--- config.mk ---
export PLATFORM = sky130hd
export DESIGN_NAME = tcc_top
export DESIGN_NICKNAME = d
export VERILOG_FILES = /design/src/include/tcc_pkg.sv /design/src/core/tcc_top.sv /design/src/core/tcc_prescale.sv /design/src/core/tcc_edge_in.sv
export SDC_FILE = /design/constraint.sdc
export NUM_CORES = 1
export LEC_CHECK = 0
export BUFFER_PORTS_ARGS = -buffer_cell sky130_fd_sc_hd__buf_2
export CAP_MARGIN = 20
export CORE_ASPECT_RATIO = 1.75
export CORE_MARGIN = 3
export CORE_UTILIZATION = 30
export DETAILED_ROUTE_END_ITERATION = 16
export SYNTH_ARGS = -nofsm -noshare
export SYNTH_HDL_FRONTEND = slang
export SYNTH_SLANG_ARGS = --single-unit
--- constraint.sdc ---
create_clock -name MCLK -period 8.7 [get_ports MCLK]
set_clock_uncertainty 0.1 [all_clocks]
set_input_delay 1.74 -clock MCLK [delete_from_list [all_inputs] [get_ports MCLK]]
set_output_delay 1.74 -clock MCLK [all_outputs]
set_load 0.02 [all_outputs]
--- src/include/tcc_pkg.sv ---
/*
  Shared constants and types of the 16-bit timer with capture and compare.
  Assumes an 8-bit register port on one clock and a synchronous reset.
*/
package tcc_pkg;

  // Register addresses on the plain register port
  localparam logic [7:0] ADDR_CTRL_A   = 8'h80;
  localparam logic [7:0] ADDR_CTRL_B   = 8'h81;
  localparam logic [7:0] ADDR_CTRL_C   = 8'h82;
  localparam logic [7:0] ADDR_CNT_L    = 8'h84;
  localparam logic [7:0] ADDR_CNT_H    = 8'h85;
  localparam logic [7:0] ADDR_CAP_L    = 8'h86;
  localparam logic [7:0] ADDR_CAP_H    = 8'h87;
  localparam logic [7:0] ADDR_CMPA_L   = 8'h88;
  localparam logic [7:0] ADDR_CMPA_H   = 8'h89;
  localparam logic [7:0] ADDR_CMPB_L   = 8'h8A;
  localparam logic [7:0] ADDR_CMPB_H   = 8'h8B;
  localparam logic [7:0] ADDR_IRQ_EN   = 8'h8C;
  localparam logic [7:0] ADDR_IRQ_FLAG = 8'h8D;
  localparam logic [7:0] ADDR_CAP_SRC  = 8'h8E;

  // Field positions
  localparam int BIT_CAP   = 5;
  localparam int BIT_CMPB  = 2;
  localparam int BIT_CMPA  = 1;
  localparam int BIT_OV    = 0;
  localparam int BIT_FRC_A = 7;
  localparam int BIT_FRC_B = 6;

  // Writable bits of each control register and reset values
  localparam logic [7:0] CTRL_A_MASK = 8'hF3;
  localparam logic [7:0] CTRL_B_MASK = 8'hDF;
  localparam logic [7:0] IRQ_MASK    = 8'h27;
  localparam logic [7:0] REG_RESET   = 8'h00;
  localparam logic [15:0] WORD_RESET = 16'h0000;

  // Clock source codes
  localparam logic [2:0] CS_STOP     = 3'h0;
  localparam logic [2:0] CS_DIV1     = 3'h1;
  localparam logic [2:0] CS_DIV8     = 3'h2;
  localparam logic [2:0] CS_DIV64    = 3'h3;
  localparam logic [2:0] CS_DIV256   = 3'h4;
  localparam logic [2:0] CS_DIV1024  = 3'h5;
  localparam logic [2:0] CS_EXT_FALL = 3'h6;
  localparam logic [2:0] CS_EXT_RISE = 3'h7;

  // Prescaler taps: counter bits whose all-ones state ends a period of 8, 64, 256, 1024
  localparam int PRESCALE_BITS = 10;
  localparam int PRESCALE_TAPS = 4;
  localparam int TAP_BITS [PRESCALE_TAPS] = '{3, 6, 8, 10};

  // Capture filter length in samples
  localparam int FILTER_SAMPLES = 4;

  // Fixed counter limits
  localparam logic [15:0] CNT_MAX    = 16'hFFFF;
  localparam logic [15:0] CNT_BOTTOM = 16'h0000;
  localparam logic [15:0] TOP_8BIT   = 16'h00FF;
  localparam logic [15:0] TOP_9BIT   = 16'h01FF;
  localparam logic [15:0] TOP_10BIT  = 16'h03FF;

  // Compare output mode codes
  localparam logic [1:0] COM_OFF    = 2'h0;
  localparam logic [1:0] COM_TOGGLE = 2'h1;
  localparam logic [1:0] COM_CLEAR  = 2'h2;
  localparam logic [1:0] COM_SET    = 2'h3;

  // Control register layouts
  typedef struct packed {
    logic [1:0] com_a;
    logic [1:0] com_b;
    logic [1:0] rsvd;
    logic [1:0] wgm_lo;
  } tcc_ctrl_a_t;

  typedef struct packed {
    logic       filter_en;
    logic       edge_sel;
    logic       rsvd;
    logic [1:0] wgm_hi;
    logic [2:0] clk_sel;
  } tcc_ctrl_b_t;

  // Counting family chosen by the waveform mode
  typedef enum logic [1:0] {
    KIND_NONPWM,
    KIND_FAST,
    KIND_PHASE,
    KIND_RESERVED
  } tcc_kind_t;

endpackage : tcc_pkg

--- src/core/tcc_top.sv ---
/*
  16-bit timer/counter: clock select, counter, two compare units, capture,
  shared high-byte latch, interrupt enables and flags.
  Assumes an 8-bit register port with one-cycle strobes and read data one
  cycle later, synchronous pins, and a CPU that acks vectors per source.
*/
module tcc_top (
  input  wire logic       MCLK,
  input  wire logic       RESET,
  input  wire logic [7:0] ADDR,
  input  wire logic [7:0] WDATA,
  input  wire logic       WR,
  input  wire logic       RD,
  output logic      [7:0] RDATA,
  input  wire logic       CAPTURE_INPUT_PIN,
  input  wire logic       EXTERNAL_COUNT_PIN,
  input  wire logic       COMPARATOR_OUT,
  input  wire logic       GLOBAL_IRQ_EN,
  input  wire logic [3:0] IRQ_ACK,
  output logic      [3:0] IRQ_REQ,
  output logic            WAVE_OUTPUT_A,
  output logic            WAVE_OUTPUT_A_OE,
  output logic            WAVE_OUTPUT_B,
  output logic            WAVE_OUTPUT_B_OE
);

  tcc_pkg::tcc_ctrl_a_t ctrl_a_q;
  tcc_pkg::tcc_ctrl_b_t ctrl_b_q;
  logic [7:0]           irq_en_q;
  logic [7:0]           flags_q;
  logic [7:0]           flags_d;
  logic                 cap_src_q;
  logic [7:0]           temp_q;
  logic [7:0]           temp_d;
  logic [15:0]          cnt_q;
  logic [15:0]          cnt_d;
  logic                 down_q;
  logic                 down_d;
  logic [15:0]          cmp_a_q;
  logic [15:0]          cmp_b_q;
  logic [15:0]          cap_q;
  logic                 block_q;
  logic                 wave_a_q;
  logic                 wave_b_q;
  logic [7:0]           rdata_q;
  logic [7:0]           rd_mux;
  logic [15:0]          top;
  tcc_pkg::tcc_kind_t   kind;
  logic                 tick;
  logic [3:0]           taps;
  logic                 ext_edge;
  logic                 cap_pulse;

  // Address decode
  wire logic wr_ctrl_a = WR && (ADDR == tcc_pkg::ADDR_CTRL_A);
  wire logic wr_ctrl_b = WR && (ADDR == tcc_pkg::ADDR_CTRL_B);
  wire logic wr_ctrl_c = WR && (ADDR == tcc_pkg::ADDR_CTRL_C);
  wire logic wr_cnt_l  = WR && (ADDR == tcc_pkg::ADDR_CNT_L);
  wire logic wr_cap_l  = WR && (ADDR == tcc_pkg::ADDR_CAP_L);
  wire logic wr_cmpa_l = WR && (ADDR == tcc_pkg::ADDR_CMPA_L);
  wire logic wr_cmpb_l = WR && (ADDR == tcc_pkg::ADDR_CMPB_L);
  wire logic wr_irq_en = WR && (ADDR == tcc_pkg::ADDR_IRQ_EN);
  wire logic wr_flags  = WR && (ADDR == tcc_pkg::ADDR_IRQ_FLAG);
  wire logic wr_capsrc = WR && (ADDR == tcc_pkg::ADDR_CAP_SRC);
  wire logic wr_high   = WR && (ADDR == tcc_pkg::ADDR_CNT_H || ADDR == tcc_pkg::ADDR_CAP_H ||
                                ADDR == tcc_pkg::ADDR_CMPA_H || ADDR == tcc_pkg::ADDR_CMPB_H);
  wire logic rd_cnt_l  = RD && (ADDR == tcc_pkg::ADDR_CNT_L);
  wire logic rd_cap_l  = RD && (ADDR == tcc_pkg::ADDR_CAP_L);
  wire logic [15:0] wr_word = {temp_q, WDATA};

  // Waveform mode decode
  wire logic [3:0] wgm = {ctrl_b_q.wgm_hi, ctrl_a_q.wgm_lo};
  wire logic cap_is_top = (wgm == 4'h8) || (wgm == 4'hA) || (wgm == 4'hC) || (wgm == 4'hE);
  wire logic tog_ok_a   = (wgm == 4'hE) || (wgm == 4'hF) || (wgm[3:2] == 2'h2);

  always_comb begin
    case (wgm)
      4'h0, 4'h4, 4'hC:             kind = tcc_pkg::KIND_NONPWM;
      4'h1, 4'h2, 4'h3, 4'h8, 4'h9,
      4'hA, 4'hB:                   kind = tcc_pkg::KIND_PHASE;
      4'h5, 4'h6, 4'h7, 4'hE, 4'hF: kind = tcc_pkg::KIND_FAST;
      default:                      kind = tcc_pkg::KIND_RESERVED;
    endcase
  end

  // Counter limit for each waveform mode
  always_comb begin
    case (wgm)
      4'h1, 4'h5:                   top = tcc_pkg::TOP_8BIT;
      4'h2, 4'h6:                   top = tcc_pkg::TOP_9BIT;
      4'h3, 4'h7:                   top = tcc_pkg::TOP_10BIT;
      4'h4, 4'h9, 4'hB, 4'hF:       top = cmp_a_q;
      4'h8, 4'hA, 4'hC, 4'hE:       top = cap_q;
      default:                      top = tcc_pkg::CNT_MAX;
    endcase
  end

  // Clock sources
  tcc_prescale u_prescale (
    .clk   (MCLK),
    .rst   (RESET),
    .tap_o (taps)
  );

  // External count pin is read straight from the pad, whatever its direction
  tcc_edge_in u_ext_edge (
    .clk       (MCLK),
    .rst       (RESET),
    .pin       (EXTERNAL_COUNT_PIN),
    .filter_en (1'b0),
    .edge_sel  (ctrl_b_q.clk_sel[0]),
    .event_o   (ext_edge)
  );

  always_comb begin
    case (ctrl_b_q.clk_sel)
      tcc_pkg::CS_STOP:     tick = 1'b0;
      tcc_pkg::CS_DIV1:     tick = 1'b1;
      tcc_pkg::CS_DIV8:     tick = taps[0];
      tcc_pkg::CS_DIV64:    tick = taps[1];
      tcc_pkg::CS_DIV256:   tick = taps[2];
      tcc_pkg::CS_DIV1024:  tick = taps[3];
      tcc_pkg::CS_EXT_FALL,
      tcc_pkg::CS_EXT_RISE: tick = ext_edge;
      default:              tick = 1'b0;
    endcase
  end

  // Capture source: pin or comparator, filtered and edge selected
  tcc_edge_in u_cap_edge (
    .clk       (MCLK),
    .rst       (RESET),
    .pin       (cap_src_q ? COMPARATOR_OUT : CAPTURE_INPUT_PIN),
    .filter_en (ctrl_b_q.filter_en),
    .edge_sel  (ctrl_b_q.edge_sel),
    .event_o   (cap_pulse)
  );

  wire logic cap_ev = cap_pulse && !cap_is_top;

  // Counter events on the timer clock
  wire logic at_top    = (cnt_q == top);
  wire logic at_bottom = (cnt_q == tcc_pkg::CNT_BOTTOM);
  wire logic match_a   = tick && !block_q && (cnt_q == cmp_a_q);
  wire logic match_b   = tick && !block_q && (cnt_q == cmp_b_q);
  wire logic top_ev    = tick && at_top;
  wire logic ov_ev     = tick && ((kind == tcc_pkg::KIND_NONPWM && cnt_q == tcc_pkg::CNT_MAX) ||
                                  (kind == tcc_pkg::KIND_FAST && at_top) ||
                                  (kind == tcc_pkg::KIND_PHASE && down_q && at_bottom));
  wire logic cap_top_ev = top_ev && cap_is_top;
  wire logic non_pwm   = (kind == tcc_pkg::KIND_NONPWM);
  wire logic force_a   = wr_ctrl_c && WDATA[tcc_pkg::BIT_FRC_A] && non_pwm;
  wire logic force_b   = wr_ctrl_c && WDATA[tcc_pkg::BIT_FRC_B] && non_pwm;

  // Counter next value and direction
  always_comb begin
    cnt_d  = cnt_q;
    down_d = down_q;
    if (wr_cnt_l) begin
      cnt_d = wr_word;
    end else if (tick) begin
      if (kind == tcc_pkg::KIND_PHASE) begin
        if (!down_q && at_top) begin
          down_d = 1'b1;
        end else if (down_q && at_bottom) begin
          down_d = 1'b0;
        end
        cnt_d = down_d ? (cnt_q - 16'h0001) : (cnt_q + 16'h0001);
      end else begin
        cnt_d = at_top ? tcc_pkg::CNT_BOTTOM : (cnt_q + 16'h0001);
      end
    end
  end

  // Flags: hardware set wins over vector and write-one clears
  wire logic [7:0] flag_set = ({7'h00, ov_ev} << tcc_pkg::BIT_OV) |
                              ({7'h00, match_a} << tcc_pkg::BIT_CMPA) |
                              ({7'h00, match_b} << tcc_pkg::BIT_CMPB) |
                              ({7'h00, cap_ev | cap_top_ev} << tcc_pkg::BIT_CAP);
  wire logic [7:0] ack_vec  = {2'h0, IRQ_ACK[3], 2'h0, IRQ_ACK[2:0]};
  wire logic [7:0] flag_clr = (wr_flags ? WDATA : 8'h00) | ack_vec;

  assign flags_d = ((flags_q & ~flag_clr) | flag_set) & tcc_pkg::IRQ_MASK;

  // Shared high-byte latch: high writes of any word, low reads of counter or capture
  always_comb begin
    temp_d = temp_q;
    if (wr_high) begin
      temp_d = WDATA;
    end else if (rd_cnt_l) begin
      temp_d = cnt_q[15:8];
    end else if (rd_cap_l) begin
      temp_d = cap_q[15:8];
    end
  end

  // Wave output next value for one compare unit
  function automatic logic wave_next(input logic cur, input logic [1:0] com, input logic hit,
                                     input logic frc, input logic at_t, input logic tog_ok,
                                     input tcc_pkg::tcc_kind_t knd, input logic dn);
    logic nxt;
    nxt = cur;
    case (knd)
      tcc_pkg::KIND_NONPWM: begin
        if (hit || frc) begin
          case (com)
            tcc_pkg::COM_TOGGLE: nxt = ~cur;
            tcc_pkg::COM_CLEAR:  nxt = 1'b0;
            tcc_pkg::COM_SET:    nxt = 1'b1;
            default:             nxt = cur;
          endcase
        end
      end
      tcc_pkg::KIND_FAST: begin
        if (com == tcc_pkg::COM_TOGGLE && tog_ok && hit) begin
          nxt = ~cur;
        end else if (com[1] && at_t) begin
          nxt = ~com[0];
        end else if (com[1] && hit) begin
          nxt = com[0];
        end
      end
      tcc_pkg::KIND_PHASE: begin
        if (com == tcc_pkg::COM_TOGGLE && tog_ok && hit) begin
          nxt = ~cur;
        end else if (com[1] && hit) begin
          nxt = com[0] ^ dn;
        end
      end
      default: nxt = cur;
    endcase
    return nxt;
  endfunction : wave_next

  // Control and interrupt registers
  always_ff @(posedge MCLK) begin
    if (RESET) begin
      ctrl_a_q  <= tcc_pkg::REG_RESET;
      ctrl_b_q  <= tcc_pkg::REG_RESET;
      irq_en_q  <= tcc_pkg::REG_RESET;
      flags_q   <= tcc_pkg::REG_RESET;
      cap_src_q <= 1'b0;
      temp_q    <= tcc_pkg::REG_RESET;
    end else begin
      if (wr_ctrl_a) ctrl_a_q <= WDATA & tcc_pkg::CTRL_A_MASK;
      if (wr_ctrl_b) ctrl_b_q <= WDATA & tcc_pkg::CTRL_B_MASK;
      if (wr_irq_en) irq_en_q <= WDATA & tcc_pkg::IRQ_MASK;
      if (wr_capsrc) cap_src_q <= WDATA[0];
      flags_q <= flags_d;
      temp_q  <= temp_d;
    end
  end

  // Counter, compare and capture words
  always_ff @(posedge MCLK) begin
    if (RESET) begin
      cnt_q   <= tcc_pkg::WORD_RESET;
      down_q  <= 1'b0;
      cmp_a_q <= tcc_pkg::WORD_RESET;
      cmp_b_q <= tcc_pkg::WORD_RESET;
      cap_q   <= tcc_pkg::WORD_RESET;
      block_q <= 1'b0;
    end else begin
      cnt_q   <= cnt_d;
      down_q  <= down_d;
      block_q <= wr_cnt_l | (block_q & ~tick);
      if (wr_cmpa_l) cmp_a_q <= wr_word;
      if (wr_cmpb_l) cmp_b_q <= wr_word;
      if (wr_cap_l) begin
        cap_q <= wr_word;
      end else if (cap_ev) begin
        cap_q <= cnt_q;
      end
    end
  end

  // Wave outputs and read data
  always_ff @(posedge MCLK) begin
    if (RESET) begin
      wave_a_q <= 1'b0;
      wave_b_q <= 1'b0;
      rdata_q  <= tcc_pkg::REG_RESET;
    end else begin
      wave_a_q <= wave_next(wave_a_q, ctrl_a_q.com_a, match_a, force_a, top_ev, tog_ok_a, kind, down_q);
      wave_b_q <= wave_next(wave_b_q, ctrl_a_q.com_b, match_b, force_b, top_ev, 1'b0, kind, down_q);
      rdata_q  <= RD ? rd_mux : tcc_pkg::REG_RESET;
    end
  end

  // Read selection; unmapped addresses read zero
  always_comb begin
    case (ADDR)
      tcc_pkg::ADDR_CTRL_A:   rd_mux = ctrl_a_q;
      tcc_pkg::ADDR_CTRL_B:   rd_mux = ctrl_b_q;
      tcc_pkg::ADDR_CTRL_C:   rd_mux = 8'h00;
      tcc_pkg::ADDR_CNT_L:    rd_mux = cnt_q[7:0];
      tcc_pkg::ADDR_CNT_H,
      tcc_pkg::ADDR_CAP_H:    rd_mux = temp_q;
      tcc_pkg::ADDR_CAP_L:    rd_mux = cap_q[7:0];
      tcc_pkg::ADDR_CMPA_L:   rd_mux = cmp_a_q[7:0];
      tcc_pkg::ADDR_CMPA_H:   rd_mux = cmp_a_q[15:8];
      tcc_pkg::ADDR_CMPB_L:   rd_mux = cmp_b_q[7:0];
      tcc_pkg::ADDR_CMPB_H:   rd_mux = cmp_b_q[15:8];
      tcc_pkg::ADDR_IRQ_EN:   rd_mux = irq_en_q;
      tcc_pkg::ADDR_IRQ_FLAG: rd_mux = flags_q;
      tcc_pkg::ADDR_CAP_SRC:  rd_mux = {7'h00, cap_src_q};
      default:                rd_mux = 8'h00;
    endcase
  end

  // Outputs
  assign RDATA   = rdata_q;
  assign IRQ_REQ = GLOBAL_IRQ_EN ? {flags_q[tcc_pkg::BIT_CAP]  & irq_en_q[tcc_pkg::BIT_CAP],
                                    flags_q[tcc_pkg::BIT_CMPB] & irq_en_q[tcc_pkg::BIT_CMPB],
                                    flags_q[tcc_pkg::BIT_CMPA] & irq_en_q[tcc_pkg::BIT_CMPA],
                                    flags_q[tcc_pkg::BIT_OV]   & irq_en_q[tcc_pkg::BIT_OV]} : 4'h0;
  assign WAVE_OUTPUT_A    = wave_a_q;
  assign WAVE_OUTPUT_B    = wave_b_q;
  assign WAVE_OUTPUT_A_OE = (ctrl_a_q.com_a != tcc_pkg::COM_OFF) &&
                            (non_pwm || ctrl_a_q.com_a != tcc_pkg::COM_TOGGLE || tog_ok_a);
  assign WAVE_OUTPUT_B_OE = (ctrl_a_q.com_b != tcc_pkg::COM_OFF) &&
                            (non_pwm || ctrl_a_q.com_b != tcc_pkg::COM_TOGGLE);
endmodule : tcc_top

--- src/core/tcc_prescale.sv ---
/*
  Free-running prescaler giving one-cycle enable pulses at the tap rates.
  Assumes one clock and a synchronous active-high reset.
*/
module tcc_prescale #(
  parameter int WIDTH = tcc_pkg::PRESCALE_BITS
) (
  input  wire logic                              clk,
  input  wire logic                              rst,
  output logic [tcc_pkg::PRESCALE_TAPS-1:0]      tap_o
);

  logic [WIDTH-1:0] div_q;

  // Divider runs regardless of the selected clock source
  always_ff @(posedge clk) begin
    if (rst) begin
      div_q <= '0;
    end else begin
      div_q <= div_q + WIDTH'(1);
    end
  end

  // Each tap pulses when its low counter bits are all ones
  for (genvar i = 0; i < tcc_pkg::PRESCALE_TAPS; i++) begin : g_tap
    assign tap_o[i] = &div_q[tcc_pkg::TAP_BITS[i]-1:0];
  end
endmodule : tcc_prescale

--- src/core/tcc_edge_in.sv ---
/*
  Pin sampler with optional four-sample noise filter and edge selection.
  Assumes the pin is synchronous to the clock; one-cycle event pulse out.
*/
module tcc_edge_in #(
  parameter int SAMPLES = tcc_pkg::FILTER_SAMPLES
) (
  input  wire logic clk,
  input  wire logic rst,
  input  wire logic pin,
  input  wire logic filter_en,
  input  wire logic edge_sel,
  output logic      event_o
);

  logic               sample_q;
  logic [SAMPLES-2:0] hist_q;
  logic               filt_q;
  logic               prev_q;
  wire logic [SAMPLES-1:0] window = {hist_q, sample_q};
  wire logic          all_eq = (&window) | (~|window);
  wire logic          level  = filter_en ? filt_q : sample_q;

  // Sample history, filtered level and previous level for edge detection
  always_ff @(posedge clk) begin
    if (rst) begin
      sample_q <= 1'b0;
      hist_q   <= '0;
      filt_q   <= 1'b0;
      prev_q   <= 1'b0;
    end else begin
      sample_q <= pin;
      hist_q   <= window[SAMPLES-2:0];
      if (all_eq) begin
        filt_q <= sample_q;
      end
      prev_q   <= level;
    end
  end

  // Rising edge when edge_sel is one, falling edge otherwise
  assign event_o = edge_sel ? (level & ~prev_q) : (~level & prev_q);
endmodule : tcc_edge_in

==> results.toml <==
[hold_path]
min_path_type = "flop to flop"
hold_path_end = "u_prescale.div_q[0]"
hold_path_depth = 1
hp-start = "u_prescale.div_q[0]"

[sta]
hold_ws_ps = 361
grt_setup_unrepaired = "false"
final.setup.tns_ps = 0
period_needed_ps = 4550
finalSetupViolations = 0
hold_viol_final = 0
max_freq_mhz = 220
max_slew.worst_pin.slew_ps = 1050
maxSlewHeadroom_pct = 29.8
fin_crit_sh_pct = 52.4
maxSlewViolCount = 0

[layout]
stdcell_area_um2 = 8950
fin_nets = 1064
layout-drive-gt1-share_pct = 10.8
antenna_cells = 0
fillers = 2773
final_cells = 1357
synthToLayoutAreaGrowth_pct = 12.6

[job]
max_cap_violations = 0

[yosys]
ys_top_cells_by_area = "dfxtp_1 31%, mux2i_1 6.6%, a21oi_1 5.7%"
ys_types = 74
async_reset_ff_share_pct = 0
synth-main-ff-cell = "dfxtp_1"
synthCells = 1036
synth_warnings = 0
syn_nets = 1076
synth_edf_count = 0
yosysTopAreaCellShare_pct = 31.2
yosys_register_bits = 124
syn_avg_cell_area_um2 = 7.67
synth_top_area_cell = "dfxtp_1"
syn_area_um2 = 7950
yosysSeqAreaShare_pct = 31.2

[floorplanning]
die_h_um = 221
std_cell_rows = 78
core-area_um2 = 26000
start_util_pct = 30.6
die_width_um = 129
ioPinCount = 44
die_area_um2 = 28500

[setup_path]
reg2reg_depth = 10
required_ps = 8890
arrival_ps = 4740
crit_path_start = "ADDR[5]"
critical_path_class = "input pin to flop"
worstReg2RegEnd = "cnt_q[10]"
worstSetupEndpointType = "flop"
r2r_slack_ps = 4260
r2r-start = "ctrl_b_q[3]"
startpoint_type = "input pin"
critPathMaxFanout = 16

[cts]
cts_tree = "done"
ctsResizeCount = 0
htreeDepth = 4
clk_pin_slew_ps = 60
clock_latency_ps = 440
cts_buffer_depth = 2
cts_root_buf = "clkbuf_16"
postCtsHoldBufs = 0
cts_sinks = 124
cts_made_buffers = 17
postCtsSetupBuffers = 0

[grt]
grt_max_degree = 78
grt_pass1_wl_mm = 46.9
antenna_found_initial = 0
gr-usage-all-layers_pct = 21.8
grt_pass1_vias = 7839
grt-ovfl-total = 0

[power_and_ir_drop]
power.total_uw = 1380
ir_drop_mv = 0.148
pwr-share-clk_pct = 54.4
powerDensity_nw_per_um2 = 155
p_sw_share_pct = 24.8
comb_power_share_pct = 4.1
p_switching_uw = 342
p_int_uw = 1040
p_seq_share_pct = 41.5
leakage_uw = 0.00358

[placed_design]
dp.cells = 1324
place_congestion = 0.999
numPortBuffers = 43
dpl.hpwl_mm = 22.5
dpl_cell_area_um2 = 8330

[detailed_routing]
drt-total-wl_mm = 31.0
drtIter0Drc = 675
wl_per_cell_um = 22.8
viasPerCell = 5.89
ant_nets = 0
drc = 0
firstDrtPassIters = 5
vias = 7999

[run_status]
outcome = "completed"
worst max-delay path by stage:
| stage | end |
|---|---|
| floorplan | temp_q[4] |
| global placement | cmp_a_q[8] |
| detailed placement | cmp_a_q[15] |
| CTS | cmp_b_q[12] |
| global route | cmp_b_q[13] |
| finish | cmp_a_q[4] |
Yosys cell counts, types with 14 or more instances:
cell type / n
clkbuf_1: 78
a21oi_1: 90
a22oi_1: 19
a31oi_1: 14
xnor2_1: 29
nand3_1: 23
nor3_1: 21
nor2b_1: 20
dfxtp_1: 124
and3_1: 29
nand2_1: 108
o22ai_1: 17
o21ai_0: 36
xor2_1: 29
nor2_1: 115
a211oi_1: 22
nand4_1: 16
inv_1: 24
nand2b_1: 17
mux2i_1: 52
cell type report:
class | count | area, um^2 | area share, %
well taps | 320 | 400 | 4.47
clock inverters | 15 | 190 | 2.13
inverters | 27 | 101 | 1.13
flip-flops and latches | 124 | 2480 | 27.7
clock buffers | 17 | 425 | 4.75
multi-input cells | 795 | 5010 | 56.0
repair buffers | 59 | 335 | 3.75
routing by layer:
metal  global-route usage (%)  wire (um)  vias up
met4                     17.2       2930        0
met3                     4.13       1680      157
met1                     22.3      10700     3794
li1                         -          -     3686
met5                        0          0        -
met2                     37.8      15700      362
layout by cell type, fill, tap and decap left out, drive strengths merged, types with 5 or more instances in the layout:
master,Yosys,layout
ha,12,12
nand3,23,23
nor2b,20,20
clkbuf,78,17
a31oi,14,14
nand2,108,108
nor3,22,22
and3,29,29
and2,6,6
xor2,29,29
xnor2,29,29
nor4,12,12
a21oi,90,90
a211oi,23,23
or3,5,5
o21ai,41,41
a221oi,9,9
mux2i,52,52
nor2,115,115
nand4,16,16
inv,25,28
o22ai,17,17
a22o,7,7
buf,12,59
dfxtp,124,124
clkinv,2,8
nand2b,17,17
a22oi,19,19
mux2,9,9
per-stage QoR:
stage               utilization (%)  setup slack (ps)
CTS                            34.4              4240
finish                         34.5              4150
global route                   34.5              3910
detailed placement             32.1              3770
global placement               32.1              3880
floorplan                         -              4820
power by group through the flow:
stage / Sequential (uW) / Combinational [uW] / Clock [uW]
2_1_floorplan: 585 / 32.6 / 0
3_3_place_gp: 587 / 54.3 / 0
3_5_place_dp: 587 / 54.6 / 0
4_1_cts: 574 / 54.7 / 761
5_1_grt: 575 / 59.3 / 777
6_report: 575 / 56.3 / 752
registers in the layout, summed over array words and instances, names as in the netlist, 6 cells and up:
signal	cells
RDATA	8
cap_q	16
cmp_a_q	16
cmp_b_q	16
cnt_q	16
ctrl_a_q	6
ctrl_b_q	7
temp_q	8
u_prescale.div_q	10
cell families (layout without fill, tap and decap cells):
group | Yosys count | in the layout | synth area share (%)
and+or+nand+nor | 393 | 393 | 24.0
AOI/OAI and AO/OA | 268 | 268 | 22.1
DFF | 124 | 124 | 31.2
buffers and inverters | 117 | 118 | 5.72
muxes | 64 | 64 | 8.68
xor gates and xnor gates | 58 | 58 | 6.39
adders and majority gates | 12 | 12 | 1.89
critical path, stage by stage:
cell and delay, ps:
buf_2 100, nor4b_1 830, nand2_1 280, nor2_1 720, nand3_1 730, nand2_1 250
a21oi_1 80
(Power assumes the default switching activity.)
